<file path="src/core/adccr_pkg.sv">
package adccr_pkg;
   localparam int unsigned ADDR_W = 13;
   localparam int unsigned INSTR_BITS = 16;
   localparam int unsigned BYTE_BITS = 8;
   localparam int unsigned SYNC_STAGES = 2;

   // register offsets
   localparam logic [12:0] OFS_TEMP_CTRL = 13'h004d;
   localparam logic [12:0] OFS_DIFF_SKEW = 13'h0070;
   localparam logic [12:0] OFS_EDGE_SLIP = 13'h0071;
   localparam logic [12:0] OFS_CLK_DIV = 13'h0072;
   localparam logic [12:0] OFS_OUT_DRV_FMT = 13'h0073;
   localparam logic [12:0] OFS_OUT_TIMING = 13'h0074;

   // values after reset
   localparam logic [7:0] RST_TEMP_CTRL = 8'h00;
   localparam logic [7:0] RST_DIFF_SKEW = 8'h80;
   localparam logic [7:0] RST_EDGE_SLIP = 8'h00;
   localparam logic [7:0] RST_CLK_DIV = 8'h00;
   localparam logic [7:0] RST_OUT_DRV_FMT = 8'h00;
   localparam logic [7:0] RST_OUT_TIMING = 8'h00;

   // field positions
   localparam int unsigned TC_ENABLE_BIT = 7;
   localparam int unsigned TC_PD_BIT = 6;
   localparam int unsigned TC_RESET_BIT = 5;
   localparam int unsigned TC_DIV_LSB = 1;
   localparam int unsigned TC_SELECT_BIT = 0;
   localparam int unsigned SLIP_BIT = 0;
   localparam int unsigned DIV_LSB = 0;
   localparam int unsigned MODE_LSB = 5;
   localparam int unsigned FMT_LSB = 0;
   localparam int unsigned DLL_BIT = 6;
   localparam int unsigned DDR_BIT = 4;
   localparam int unsigned RW_BIT = 15;

   // field codes
   localparam logic [2:0] DIV_PIN = 3'h0;
   localparam logic [2:0] DIV_BY1 = 3'h1;
   localparam logic [2:0] DIV_BY2 = 3'h2;
   localparam logic [2:0] DIV_BY4 = 3'h4;
   localparam logic [2:0] MODE_DIFF_3MA = 3'h0;
   localparam logic [2:0] MODE_DIFF_2MA = 3'h1;
   localparam logic [2:0] MODE_CMOS = 3'h4;
   localparam logic [2:0] FMT_TWOS = 3'h0;
   localparam logic [2:0] FMT_GRAY = 3'h2;
   localparam logic [2:0] FMT_OFFSET = 3'h4;

   // decoded divider ratio on ratio output
   localparam logic [1:0] RATIO_1 = 2'h0;
   localparam logic [1:0] RATIO_2 = 2'h1;
   localparam logic [1:0] RATIO_4 = 2'h2;

   typedef enum logic [0:0] {ST_INSTR, ST_DATA} adccr_state_e;
endpackage : adccr_pkg

</file>
<file path="src/core/adccr_sync.sv">
`timescale 1ns/100ps
`default_nettype none
module adccr_sync #(
   parameter int unsigned WIDTH = 1
) (
   input wire logic clock_i,
   input wire logic reset_i,
   input wire logic [WIDTH-1:0] async_i,
   output logic [WIDTH-1:0] sync_o
);
   logic [WIDTH-1:0] meta_r;

   always_ff @(posedge clock_i or posedge reset_i) begin
      if (reset_i) begin
         meta_r <= '0;
         sync_o <= '0;
      end else begin
         meta_r <= async_i;
         sync_o <= meta_r;
      end
   end
endmodule : adccr_sync
`default_nettype wire

</file>
<file path="src/core/adccr_regs.sv">
// Notes on behaviour
// - divide code: 000 pin, 001 /1, 010 /2, 100 /4
// - mode bits 7:5: 3mA, 2mA, CMOS
// - format bits 2:0: two's, Gray, offset binary
// - DLL range bit: 0 fast, 1 slow, reset 0
// - divide and mode bytes survive soft reset
`timescale 1ns/100ps
`default_nettype none
module adccr_regs (
   input wire logic clock_i,
   input wire logic reset_i,
   input wire logic soft_reset_i,
   input wire logic spi_sclk_i,
   input wire logic spi_csb_n_i,
   input wire logic spi_sdio_i,
   output logic spi_sdio_o,
   output logic spi_sdio_oe_o,
   output logic [7:0] temp_ctrl_o,
   output logic temp_enable_o,
   output logic counter_power_down_o,
   output logic temp_reset_o,
   output logic [2:0] temp_divider_o,
   output logic temp_select_o,
   output logic [7:0] diff_skew_o,
   output logic edge_slip_o,
   output logic div_pin_ctrl_o,
   output logic [1:0] div_ratio_o,
   output logic div_reserved_o,
   output logic drive_3ma_o,
   output logic drive_2ma_o,
   output logic drive_cmos_o,
   output logic mode_reserved_o,
   output logic fmt_twos_o,
   output logic fmt_gray_o,
   output logic fmt_offset_o,
   output logic fmt_reserved_o,
   output logic dll_slow_o,
   output logic ddr_enable_o
);
   import adccr_pkg::*;

   ////////////////////////////////////////////////////////////////////////////
   // pin synchronisers
   logic [2:0] pins_s;
   logic sclk_s;
   logic csb_n_s;
   logic sdio_s;
   logic sclk_d_r;

   adccr_sync #(.WIDTH(3)) u_sync (
      .clock_i(clock_i),
      .reset_i(reset_i),
      .async_i({spi_sclk_i, spi_csb_n_i, spi_sdio_i}),
      .sync_o(pins_s)
   );

   assign sclk_s = pins_s[2];
   assign csb_n_s = pins_s[1];
   assign sdio_s = pins_s[0];

   // csb idles high so the sampled low after reset cannot open a false frame
   logic csb_seen_r;
   wire frame_on = ~csb_n_s & csb_seen_r;
   wire sclk_rise = frame_on & sclk_s & ~sclk_d_r;
   wire sclk_fall = frame_on & ~sclk_s & sclk_d_r;

   ////////////////////////////////////////////////////////////////////////////
   // serial engine
   adccr_state_e state_r, state_nxt;
   logic [4:0] bit_cnt_r;
   logic [15:0] in_shift_r;
   logic [7:0] out_shift_r;
   logic [12:0] addr_r;
   logic read_r;

   wire [15:0] in_next = {in_shift_r[14:0], sdio_s};
   wire instr_done = (state_r == ST_INSTR) & sclk_rise & (bit_cnt_r == 5'(INSTR_BITS - 1));
   wire byte_done = (state_r == ST_DATA) & sclk_rise & (bit_cnt_r == 5'(BYTE_BITS - 1));
   wire [12:0] instr_addr = in_next[ADDR_W-1:0];
   wire instr_read = in_next[RW_BIT];
   wire wr_stb = byte_done & ~read_r;
   wire [7:0] wr_data = in_next[7:0];
   wire [12:0] next_addr = addr_r + 13'h0001;

   always_comb begin
      state_nxt = state_r;
      case (state_r)
         ST_INSTR: if (instr_done) state_nxt = ST_DATA;
         ST_DATA: state_nxt = ST_DATA;
         default: state_nxt = ST_INSTR;
      endcase
      if (!frame_on) state_nxt = ST_INSTR;
   end

   ////////////////////////////////////////////////////////////////////////////
   // register storage
   logic [7:0] temp_ctrl_r, diff_skew_r, edge_slip_r;
   logic [7:0] clk_div_r, out_drv_fmt_r, out_timing_r;

   function automatic logic [7:0] read_mux(input logic [12:0] a);
      case (a)
         OFS_TEMP_CTRL: read_mux = temp_ctrl_r;
         OFS_DIFF_SKEW: read_mux = diff_skew_r;
         OFS_EDGE_SLIP: read_mux = edge_slip_r;
         OFS_CLK_DIV: read_mux = clk_div_r;
         OFS_OUT_DRV_FMT: read_mux = out_drv_fmt_r;
         OFS_OUT_TIMING: read_mux = out_timing_r;
         default: read_mux = 8'h00;
      endcase
   endfunction : read_mux

   wire [7:0] rd_instr = read_mux(instr_addr);
   wire [7:0] rd_next = read_mux(next_addr);

   always_ff @(posedge clock_i or posedge reset_i) begin
      if (reset_i) begin
         sclk_d_r <= 1'b0;
         csb_seen_r <= 1'b0;
         state_r <= ST_INSTR;
         bit_cnt_r <= 5'h00;
         in_shift_r <= 16'h0000;
         addr_r <= 13'h0000;
         read_r <= 1'b0;
      end else begin
         sclk_d_r <= sclk_s;
         csb_seen_r <= csb_seen_r | csb_n_s;
         state_r <= state_nxt;
         if (!frame_on) begin
            bit_cnt_r <= 5'h00;
            read_r <= 1'b0;
         end else if (sclk_rise) begin
            in_shift_r <= in_next;
            bit_cnt_r <= (instr_done | byte_done) ? 5'h00 : bit_cnt_r + 5'h01;
            if (instr_done) begin
               addr_r <= instr_addr;
               read_r <= instr_read;
            end else if (byte_done) begin
               addr_r <= next_addr;
            end
         end
      end
   end

   // data driven on falling sclk, msb first; released when the frame closes
   always_ff @(posedge clock_i or posedge reset_i) begin
      if (reset_i) begin
         out_shift_r <= 8'h00;
         spi_sdio_o <= 1'b0;
         spi_sdio_oe_o <= 1'b0;
      end else if (!frame_on) begin
         spi_sdio_oe_o <= 1'b0;
      end else if (instr_done) begin
         out_shift_r <= rd_instr;
      end else if (byte_done & read_r) begin
         out_shift_r <= rd_next;
      end else if (sclk_fall & read_r & (state_r == ST_DATA)) begin
         spi_sdio_o <= out_shift_r[7];
         spi_sdio_oe_o <= 1'b1;
         out_shift_r <= {out_shift_r[6:0], 1'b0};
      end
   end

   // soft reset reloads reset values only into the bytes that do not survive it
   always_ff @(posedge clock_i or posedge reset_i) begin
      if (reset_i) begin
         temp_ctrl_r <= RST_TEMP_CTRL;
         diff_skew_r <= RST_DIFF_SKEW;
         edge_slip_r <= RST_EDGE_SLIP;
      end else if (soft_reset_i) begin
         temp_ctrl_r <= RST_TEMP_CTRL;
         diff_skew_r <= RST_DIFF_SKEW;
         edge_slip_r <= RST_EDGE_SLIP;
      end else if (wr_stb) begin
         if (addr_r == OFS_TEMP_CTRL) temp_ctrl_r <= wr_data;
         if (addr_r == OFS_DIFF_SKEW) diff_skew_r <= wr_data;
         if (addr_r == OFS_EDGE_SLIP) edge_slip_r <= wr_data;
      end
   end

   always_ff @(posedge clock_i or posedge reset_i) begin
      if (reset_i) begin
         clk_div_r <= RST_CLK_DIV;
         out_drv_fmt_r <= RST_OUT_DRV_FMT;
         out_timing_r <= RST_OUT_TIMING;
      end else if (wr_stb) begin
         if (addr_r == OFS_CLK_DIV) clk_div_r <= wr_data;
         if (addr_r == OFS_OUT_DRV_FMT) out_drv_fmt_r <= wr_data;
         if (addr_r == OFS_OUT_TIMING) out_timing_r <= wr_data;
      end
   end

   ////////////////////////////////////////////////////////////////////////////
   // field decode; reserved codes raise only the reserved flag
   wire [2:0] div_code = clk_div_r[DIV_LSB +: 3];
   wire [2:0] mode_code = out_drv_fmt_r[MODE_LSB +: 3];
   wire [2:0] fmt_code = out_drv_fmt_r[FMT_LSB +: 3];
   wire div_known = (div_code == DIV_PIN) | (div_code == DIV_BY1) |
                    (div_code == DIV_BY2) | (div_code == DIV_BY4);
   wire [1:0] ratio_dec = (div_code == DIV_BY4) ? RATIO_4 :
                          (div_code == DIV_BY2) ? RATIO_2 : RATIO_1;
   wire mode_known = (mode_code == MODE_DIFF_3MA) | (mode_code == MODE_DIFF_2MA) |
                     (mode_code == MODE_CMOS);
   wire fmt_known = (fmt_code == FMT_TWOS) | (fmt_code == FMT_GRAY) |
                    (fmt_code == FMT_OFFSET);

   always_ff @(posedge clock_i or posedge reset_i) begin
      if (reset_i) begin
         temp_ctrl_o <= RST_TEMP_CTRL;
         temp_enable_o <= 1'b0;
         counter_power_down_o <= 1'b0;
         temp_reset_o <= 1'b0;
         temp_divider_o <= 3'h0;
         temp_select_o <= 1'b0;
         diff_skew_o <= RST_DIFF_SKEW;
         edge_slip_o <= 1'b0;
         div_pin_ctrl_o <= 1'b1;
         div_ratio_o <= RATIO_1;
         div_reserved_o <= 1'b0;
         drive_3ma_o <= 1'b1;
         drive_2ma_o <= 1'b0;
         drive_cmos_o <= 1'b0;
         mode_reserved_o <= 1'b0;
         fmt_twos_o <= 1'b1;
         fmt_gray_o <= 1'b0;
         fmt_offset_o <= 1'b0;
         fmt_reserved_o <= 1'b0;
         dll_slow_o <= 1'b0;
         ddr_enable_o <= 1'b0;
      end else begin
         temp_ctrl_o <= temp_ctrl_r;
         temp_enable_o <= temp_ctrl_r[TC_ENABLE_BIT];
         counter_power_down_o <= temp_ctrl_r[TC_PD_BIT];
         temp_reset_o <= temp_ctrl_r[TC_RESET_BIT];
         temp_divider_o <= temp_ctrl_r[TC_DIV_LSB +: 3];
         temp_select_o <= temp_ctrl_r[TC_SELECT_BIT];
         diff_skew_o <= diff_skew_r;
         edge_slip_o <= edge_slip_r[SLIP_BIT];
         div_pin_ctrl_o <= (div_code == DIV_PIN);
         div_ratio_o <= ratio_dec;
         div_reserved_o <= ~div_known;
         drive_3ma_o <= (mode_code == MODE_DIFF_3MA);
         drive_2ma_o <= (mode_code == MODE_DIFF_2MA);
         drive_cmos_o <= (mode_code == MODE_CMOS);
         mode_reserved_o <= ~mode_known;
         fmt_twos_o <= (fmt_code == FMT_TWOS);
         fmt_gray_o <= (fmt_code == FMT_GRAY);
         fmt_offset_o <= (fmt_code == FMT_OFFSET);
         fmt_reserved_o <= ~fmt_known;
         dll_slow_o <= out_timing_r[DLL_BIT];
         ddr_enable_o <= out_timing_r[DDR_BIT];
      end
   end
endmodule : adccr_regs
`default_nettype wire

</file>
<file path="config.mk">
export PLATFORM = sky130hd
export DESIGN_NAME = adccr_regs
export DESIGN_NICKNAME = d
export VERILOG_FILES = /design/src/core/adccr_pkg.sv /design/src/core/adccr_sync.sv /design/src/core/adccr_regs.sv
export SDC_FILE = /design/constraint.sdc
export NUM_CORES = 1
export LEC_CHECK = 0
export ABC_AREA = 0
export BUFFER_PORTS_ARGS = -buffer_cell sky130_fd_sc_hd__buf_2
export CORE_UTILIZATION = 56
export CTS_BUF_LIST = sky130_fd_sc_hd__clkbuf_8
export CTS_CLUSTER_DIAMETER = 60
export CTS_CLUSTER_SIZE = 20
export DETAILED_ROUTE_END_ITERATION = 8
export HOLD_SLACK_MARGIN = 0.1
export PLACE_DENSITY = 0.78
export SETUP_SLACK_MARGIN = 0.1
export SLEW_MARGIN = 20
export SYNTH_ARGS = -nofsm -noshare
export SYNTH_HDL_FRONTEND = slang
export SYNTH_SLANG_ARGS = --single-unit
</file>
<file path="constraint.sdc">
create_clock -name clock_i -period 4 [get_ports clock_i]
set_clock_uncertainty 0.1 [all_clocks]
set_input_delay 0.2 -clock clock_i [delete_from_list [all_inputs] [get_ports clock_i]]
set_output_delay 0.2 -clock clock_i [all_outputs]
set_load 0.01 [all_outputs]
</file>
* After elaboration in Yosys (flattened, before gate mapping)
Index checks and enable logic that the tools add are counted.
Storage, ports and cells: register bits 139, bits in latches 0, RAM bits 0, ROM bits 0, input bits 6, output and inout bits 40, word-level logic and storage cells 157, memories kept 0
Operators by class: add/sub/neg operators 2, multiply operators 0, div/mod/pow operators 0, $lt $le $gt $ge 0, equality and inequality tests 32, shifts and indexed selects 0, multiplexer cells 31, bitwise operators 32, reduce and logical (&&, ||, !) cells 21
Operators with widths (number):
- $eq A13 B7 Y1 const B | 18
- $mux W8 | 12
- $pmux W8 S6 | 2
- $mux W13 | 2
- $reduce_and A2 Y1 | 9
- $mux W5 | 3
- $add A13 B1 Y13 const B | 1
- $and A1 B1 Y1 | 13
- $mux W1 | 10
- $not A1 Y1 | 10
- $reduce_bool A2 Y1 | 5
- $eq A3 B3 Y1 const B | 3
- $logic_not A3 Y1 | 3
- $or A1 B1 Y1 | 9
- $eq A3 B1 Y1 const B | 2
- $eq A3 B2 Y1 const B | 2
- $ne A2 B1 Y1 const B | 3
- $reduce_and A3 Y1 | 2
- $add A5 B1 Y5 const B | 1
- $eq A5 B3 Y1 const B | 1
- $eq A5 B4 Y1 const B | 1
- $ne A2 B2 Y1 const B | 2
- $reduce_and A4 Y1 | 1
- $reduce_bool A3 Y1 | 1
- other kinds (2) | 2

* Logic depth before layout (Yosys ltp)
Gate-level depths: netlist of the first run.
word-level depth 10, gate-level depth with buffers 9, mapped depth without buffers 8

* Cells and area by module
Synthesis of the first run repeated with hierarchy kept, for this count alone.
Second synthesis, totals: cells, all modules 620, area, all modules 6324.8 um2
Modules (own cells, without submodules):
- adccr_regs | times used 1, cells each 613, area each 6170.9 um2, sequential area each 3159.3 um2
- adccr_sync | times used 1, cells each 7, area each 153.9 um2, sequential area each 150.1 um2

* Worst setup path after synthesis of the first run
OpenSTA, ideal clock, no wires.
kind register to register, start point register bit_cnt_r[0], end point register out_timing_r[0], data arrival time 1.917 ns, data required time 3.775 ns, slack 1.858 ns, stages on the path, launching flop included 7, cells stage by stage dfrtp_1 > ha_1 > and4bb_2 > nand4_2 > or2_4 > nor3_4 > mux2_2
Between the ends: cells in the longest elaborated chain, start to end 4
RTL lines:
- start: declaration | RTL line adccr_regs.sv:70 | logic [4:0] bit_cnt_r;
- start signal: assignment | RTL line adccr_regs.sv:133 | bit_cnt_r <= (instr_done | byte_done) ? 5'h00 : bit_cnt_r + 5'h01;
- $eq A5 B3 Y1 | RTL line adccr_regs.sv:78 | wire byte_done = (state_r == ST_DATA) & sclk_rise & (bit_cnt_r == 5'(BYTE_BITS - 1));
- $and A1 B1 Y1 | RTL line adccr_regs.sv:78
- $and A1 B1 Y1 | RTL line adccr_regs.sv:81 | wire wr_stb = byte_done & ~read_r;
- $reduce_and A2 Y1 (no line)
- end signal: assignment | RTL line adccr_regs.sv:188 | if (addr_r == OFS_OUT_TIMING) out_timing_r <= wr_data;
- end: declaration | RTL line adccr_regs.sv:98 | logic [7:0] clk_div_r, out_drv_fmt_r, out_timing_r;
Every way passes these cells. A chain may end at the register's enable or synchronous reset.

* Worst setup path after layout of the first run
start point register bit_cnt_r[0], end point register out_shift_r[3]
Between the ends: cells in the longest elaborated chain, start to end 5, elaborated cells on any way between the ends 9, those cells by class eq/ne: 2; mux: 2; bitwise: 3; reduce/logical: 2
RTL lines:
- $eq A5 B3 Y1 | RTL line adccr_regs.sv:78
- $and A1 B1 Y1 | RTL line adccr_regs.sv:78
- $and A1 B1 Y1 | RTL line adccr_regs.sv:154 | end else if (byte_done & read_r) begin
- $reduce_bool A3 Y1 (no line) / $mux W8 (equally long branches)
- $reduce_and A2 Y1 (no line) / $mux W8 (equally long branches)
- end signal: assignment | RTL line adccr_regs.sv:153 | out_shift_r <= rd_instr;
- end signal: assignment | RTL line adccr_regs.sv:155 | out_shift_r <= rd_next;
- end signal: assignment | RTL line adccr_regs.sv:159 | out_shift_r <= {out_shift_r[6:0], 1'b0};
- end: declaration | RTL line adccr_regs.sv:72 | logic [7:0] out_shift_r;
Several ways; a longest one is shown, not always the timed one.

==> flow_summary.json, run 1 <==
{
  "status": "completed",
  "instances_no_fill": 791,
  "setup_viol": 0,
  "final_common_cell": "dfrtp_1",
  "drv_slew": 0,
  "drc": 0,
  "yosys_warnings": 0,
  "crit_path_end_kind": "flip-flop",
  "die_area_um2": 11680,
  "cp.arrival_ns": 3.14,
  "cp-start-kind": "flip-flop",
  "place.gp.congestion": 0.9221,
  "antenna_cells": 0,
  "die_w_um": 108.1,
  "finalCriticalPeriod_ns": 2.869,
  "synthFlopType": "dfrtp_1",
  "clk_pin_slew_ns": 0.07,
  "routed_via_density": 6.439,
  "grt_pass1_wl_um": 26730,
  "powerDensity_nw_per_um2": 385.7,
  "hp-class": "reg -> reg",
  "nNetsFinal": 650,
  "htreeDepth": 4,
  "utilization_pct": 64.22,
  "cap_viol_max_count": 0,
  "cts_buffers": 17,
  "rows": 38,
  "start_util_pct": 57.89,
  "first_pass_iters": 6,
  "rsz0062_at_grt": "no",
  "ios": 46,
  "vdd_drop_max_mv": 0.3358,
  "die_h_um": 108.1,
  "crit_type": "reg -> reg",
  "synth_edf_count": 0,
  "hold_violations": 0,
  "worstPathMaxFanout": 13,
  "avgSynthCellArea_um2": 10.32,
  "clock.fmax_ghz": 0.3486,
  "drt_iter0_drc": 687,
  "clk_latency_ns": 0.46,
  "netlist_area_um2": 6304,
  "power.total_mw": 2.696,
  "leakage_nw": 3.395,
  "port_buffers": 45,
  "cts_hold_buf": 5,
  "cts_resized": 0,
  "drt.antenna.violating_nets": 0,
  "post_cts_buffers": 0,
  "wl_per_cell_um": 21.20,
  "vias": 5093,
  "yosysSeqAreaShare_pct": 52.50,
  "fill_cells": 845,
  "grt_pass1_vias": 4817,
  "dp_cells": 754,
  "timing.final.crit_share_pct": 71.72,
  "track_usage_pct": 31.47,
  "syn-num-nets": 623,
  "postSynthCellCount": 611,
  "ys_seq_elements": 132,
  "crit_required_ns": 4.27,
  "drive_gt1_share_pct": 19.51,
  "clock-sinks": 132,
  "final_cell_mix": "127 x dfrtp_1, 97 x nand2_1, 45 x buf_2, 27 x o21ai_0, 27 x nand3_1",
  "tightest_slew_ns": 1.021,
  "grt_start_max_net_pins": 69,
  "fin_tns_setup_ns": 0,
  "clk_root_buffer_cell": "clkbuf_8",
  "wl_um": 16770,
  "antenna_found_initial": 0,
  "area_delta_synth_final_pct": 10.92,
  "ctsLongestPathBuffers": 2,
  "yosysUniqueCellTypes": 65,
  "slew_headroom_pct": 31.43,
  "grt_overflow_total": 0,
  "synth-async-reset-ratio_pct": 100.0,
  "cts_tree": "yes",
  "design.core.area_um2": 10890,
  "dp_hpwl_um": 11280
}
==> where the power goes <==
part | total [mW] | leakage (nW) | switching, mW | internal [mW]
sequential | 1.46 | 1.80 | 0.0962 | 1.36
clock | 1.13 | 0.199 | 0.534 | 0.601
combinational | 0.107 | 1.40 | 0.0705 | 0.0360
total | 2.70 | 3.40 | 0.700 | 2.00
==> area by class of cell <==
class | count | area (um^2) | area share (%)
Multi-Input combinational cell | 418 | 2721 | 38.92
Clock inverter | 12 | 130.1 | 1.861
Sequential cell | 132 | 3309 | 47.33
Tap cell | 140 | 175.2 | 2.505
Timing Repair Buffer | 55 | 325.3 | 4.653
Inverter | 14 | 55.05 | 0.7874
Clock buffer | 20 | 275.3 | 3.937
==> per-stage QoR <==
step                      hold WS [ns]  instance area [um^2]  setup slack [ns]
after floorplan                 0.1314                  6304            0.1822
after global placement          0.2096                  6536             1.178
after detailed placement        0.2101                  6536             1.180
after CTS                       0.2578                  6992             1.173
after global routing            0.2588                  6992            0.9032
final                           0.2536                  6992             1.131
==> kinds of logic (layout without fill, tap and decap cells) <==
logic type / Yosys count / in the layout / share of synthesized area (%)
AOI/OAI and AO/OA: 144 / 144 / 15.62
buffers and inverters: 61 / 101 / 4.466
xor gates and xnor gates: 3 / 3 / 0.4169
muxes: 50 / 50 / 8.436
and+or+nand+nor: 214 / 214 / 17.21
adders and majority gates: 7 / 7 / 1.350
DFF: 132 / 132 / 52.50
==> path summary, 6_finish.rpt <==
| kind | from | depth (start not counted) | slack, ns | to |
|---|---|---|---|---|
| setup / recovery | bit_cnt_r[0]$_DFFE_PP0P_ | 8 | 1.13 | out_shift_r[3]$_DFFE_PP0P_ |
| hold / removal | u_sync.meta_r[0]$_DFF_PP0_ | 0 | 0.25 | u_sync.sync_o[0]$_DFF_PP0_ |
| setup reg to reg | bit_cnt_r[0]$_DFFE_PP0P_ | 8 | 1.13 | out_shift_r[3]$_DFFE_PP0P_ |
| hold reg to reg | u_sync.meta_r[0]$_DFF_PP0_ | 0 | 0.25 | u_sync.sync_o[0]$_DFF_PP0_ |
| max in group asynchronous | reset_i | 4 | 2.58 | drive_3ma_o$_DFF_PP1_ |
| min in group asynchronous | reset_i | 3 | 0.37 | out_timing_r[0]$_DFFE_PP0P_ |
==> critical path, stage by stage, from the launching register on <==
cell      delay [ns]
dfrtp_1         0.41
ha_1            0.24
and3_1          0.19
ha_1            0.19
nand3b_1        0.44
nand2_1         0.32
nor2_1          0.56
nand2_1         0.12
a22oi_1         0.20
==> synth_stat cells (all sizes together) (2+ instances only) <==
cell    count  area [um^2]
a211oi      2        20.02
a21o       10        75.07
a21oi      27        138.9
a221o       3        30.03
a222oi      8        80.08
a22o        7        61.31
a22oi      16        120.1
a311oi      2        17.52
a31oi      10        62.56
a32oi       8        70.07
and2        6        37.54
and3        8        50.05
and4bb      2        25.02
buf        22        133.9
clkbuf     25        95.09
dfrtp     127         3178
dfstp       5        131.4
ha          6        75.07
inv        14        52.55
mux2       25        281.5
mux2i      25        250.2
nand2      99        381.6
nand2b      3        18.77
nand3      27        135.1
nand3b      6        45.04
nand4       5        37.53
nand4b      2        17.52
nor2       24        97.59
nor2b       4        25.02
nor3       10        66.32
nor3b       8        60.06
nor4        3        25.02
o21ai      27        135.1
o22ai      14        87.58
o311ai      2        17.52
or2         3        21.27
xnor2       2        17.52
==> sequential cells by signal, indices dropped and copies added (netlist names), 8 cells and up <==
name           flops
in_shift_r        15
temp_ctrl_r        8
clk_div_r          8
out_shift_r        8
addr_r            13
diff_skew_o        8
diff_skew_r        8
out_drv_fmt_r      8
out_timing_r       8
edge_slip_r        8
==> metal layers <==
layer  GRT usage, %  vias up  part of all wire, %  wire [um]
met5              0        -                    0          0
met4          14.77        0                  3.1        519
li1               -     2267                    -          -
met3          6.932       43                  8.8       1472
met2          44.90      288                   45       7545
met1          45.64     2495                   43       7233
(Power assumes the default switching activity.)
==> inputs of run 2 (changes only) <==
Settings changed: ABC_AREA 0 to 1, CORE_UTILIZATION 56 to 60, PLACE_DENSITY 0.78 to 0.79.
Clock period 4 ns to 3 ns, I/O delays scaled along.
==> flow_summary.json, run 2 <==
{
  "status": "completed",
  "cp-start-kind": "flip-flop",
  "antenna_found_initial": 0,
  "cts_buffers": 17,
  "yosysTopAreaCellShare_pct": 48.72,
  "cap_viol_max_count": 0,
  "rsz0062_at_grt": "no",
  "start_util_pct": 62.62,
  "avgSynthCellArea_um2": 8.460,
  "clock-sinks": 132,
  "area_delta_synth_final_pct": 12.20,
  "drt_iter0_drc": 642,
  "largest_register_ffs": 15,
  "postSynthCellCount": 771,
  "vias": 5761,
  "synthFlopType": "dfrtp_1",
  "hold_violations": 0,
  "setup_viol": 0,
  "synth_edf_count": 0,
  "clk_root_buffer_cell": "clkbuf_8",
  "final_common_cell": "nand2_1",
  "htreeDepth": 4,
  "design.core.area_um2": 10420,
  "synth_common_cells": "185 x nand2_1, 127 x dfrtp_1, 85 x nand3_1",
  "timing.final.crit_share_pct": 87.92,
  "yosys.area.top_type": "dfrtp_1",
  "ys_seq_elements": 132,
  "clk_pin_slew_ns": 0.09,
  "grt_pass1_vias": 5714,
  "top_regs": "in_shift_r: 15 flops, addr_r: 13 flops",
  "antenna_cells": 0,
  "place.gp.congestion": 0.9513,
  "drive_gt1_share_pct": 17.65,
  "yosys_warnings": 0,
  "yosysUniqueCellTypes": 42,
  "drv_slew": 0,
  "die_area_um2": 11290,
  "top_register": "in_shift_r",
  "ios": 46,
  "die_h_um": 106.3,
  "synthTopCellsByArea": "dfrtp_1 49%, nand2_1 11%, nand3_1 6.5%",
  "ctsLongestPathBuffers": 2,
  "instances_no_fill": 969,
  "first_pass_iters": 5,
  "cts_resized": 0,
  "rows": 37,
  "drt.antenna.violating_nets": 0,
  "finalCriticalPeriod_ns": 2.638,
  "synth-async-reset-ratio_pct": 100.0,
  "port_buffers": 45,
  "track_usage_pct": 34.03,
  "grt_overflow_total": 0,
  "grt_start_max_net_pins": 81,
  "clock.fmax_ghz": 0.3791,
  "tightest_slew_ns": 0.7017,
  "powerDensity_nw_per_um2": 543.3,
  "clk_latency_ns": 0.45,
  "dp_hpwl_um": 12740,
  "netlist_area_um2": 6523,
  "grt_pass1_wl_um": 28950,
  "crit_required_ns": 3.21,
  "cts_tree": "yes",
  "wl_per_cell_um": 18.43,
  "cp.arrival_ns": 2.84,
  "yosysSeqAreaShare_pct": 50.74,
  "fin_tns_setup_ns": 0,
  "vdd_drop_max_mv": 0.4356,
  "routed_via_density": 5.945,
  "worstPathMaxFanout": 35,
  "synth_most_common_cell": "nand2_1",
  "die_w_um": 106.3,
  "crit_type": "reg -> reg",
  "slew_headroom_pct": 52.83,
  "nNetsFinal": 832,
  "hp-class": "in -> async",
  "drc": 0,
  "wl_um": 17860,
  "final_cell_mix": "185 x nand2_1, 127 x dfrtp_1, 85 x nand3_1, 80 x o21ai_0, 70 x inv_1",
  "crit_path_end_kind": "flip-flop",
  "syn-num-nets": 783,
  "dp_cells": 931,
  "leakage_nw": 3.436
}
[run 2: changes by cell type after synthesis, sizes merged, moves of 25 or more]
cell | previous run | this run
mux2 | 25 | 0
nand3 | 27 | 92
nand2 | 99 | 199
mux2i | 25 | 0
o21ai | 27 | 88
nor2 | 24 | 65
inv | 14 | 76
[run 2: logic make-up after synthesis]
kind of cell | count (synthesis) | synth area share, %
simple gates | 399 | 29.98
flops | 132 | 50.74
compound gates | 128 | 10.92
buf+inv | 105 | 7.078
fa+ha+maj | 6 | 1.151
xor+xnor | 1 | 0.1343
[run 2: layer usage]
| layer | track usage (%) | wire [um] |
|---|---|---|
| met5 | 0 | 0 |
| met4 | 16.17 | 594 |
| met3 | 5.825 | 1155 |
| met2 | 56.59 | 8870 |
| met1 | 43.37 | 7234 |
[run 2: layout make-up]
class | instances | area [um^2]
Tap cell | 136 | 170.2
Clock inverter | 15 | 193.9
Inverter | 78 | 296.5
Fill cell | 824 | 3098
Timing Repair Buffer | 56 | 332.8
Multi-Input combinational cell | 535 | 2781
Clock buffer | 17 | 234.0
Sequential cell | 132 | 3309
[run 2: through the flow]
| stage | util, % | power, mW | setup WS, ns | cell area [um^2] | hold slack (ns) |
|---|---|---|---|---|---|
| 2_1_floorplan | - | 2.229 | 1.000 | 6526 | 0.08143 |
| 5_1_grt | 70.26 | 4.104 | 0.1434 | 7318 | 0.1997 |
| 3_3_place_gp | 65.38 | 2.359 | 0.4031 | 6810 | 0.07610 |
| 3_5_place_dp | 65.38 | 2.374 | 0.3575 | 6810 | 0.1054 |
| 6_report | 70.26 | 3.976 | 0.3623 | 7318 | 0.1688 |
| 4_1_cts | 69.97 | 3.978 | 0.3266 | 7288 | 0.1771 |
[run 2: worst max-delay path: stages (launching register included)]
cell and delay, ns:
dfrtp_1 0.41, nor2_4 0.23, nand2_4 0.23, inv_2 0.18, nand3_2 0.24, nor2_2 0.36, nand2_1 0.42, nand2_1 0.19
o21ai_0 0.11
[run 2: path summary, 6_finish.rpt]
kind	cells past startpoint	slack, ns	endpoint	from
min in group clock_i	2	0.23	u_sync.meta_r[1]$_DFF_PP0_	spi_csb_n_i
max in group asynchronous	4	1.83	diff_skew_o[7]$_DFF_PP1_	reset_i
min	3	0.17	edge_slip_r[7]$_DFFE_PP0P_	reset_i
max	8	0.36	clk_div_r[7]$_DFFE_PP0P_	u_sync.sync_o[1]$_DFF_PP0_
min reg2reg	0	0.26	u_sync.sync_o[0]$_DFF_PP0_	u_sync.meta_r[0]$_DFF_PP0_
max reg2reg	8	0.36	clk_div_r[7]$_DFFE_PP0P_	u_sync.sync_o[1]$_DFF_PP0_
[run 2: power breakdown]
| part | total, mW | internal (mW) | switching [mW] |
|---|---|---|---|
| Clock | 1.62 | 0.846 | 0.775 |
| Sequential | 2.00 | 1.88 | 0.126 |
| Combinational | 0.351 | 0.0945 | 0.257 |
| Total | 3.98 | 2.82 | 1.16 |
[run 2: what timing repair did]
action	CTS	global route
hold buffers	5	0
setup endpoints to repair	0	6
setup buffers	0	0
hold endpoints to repair	105	0
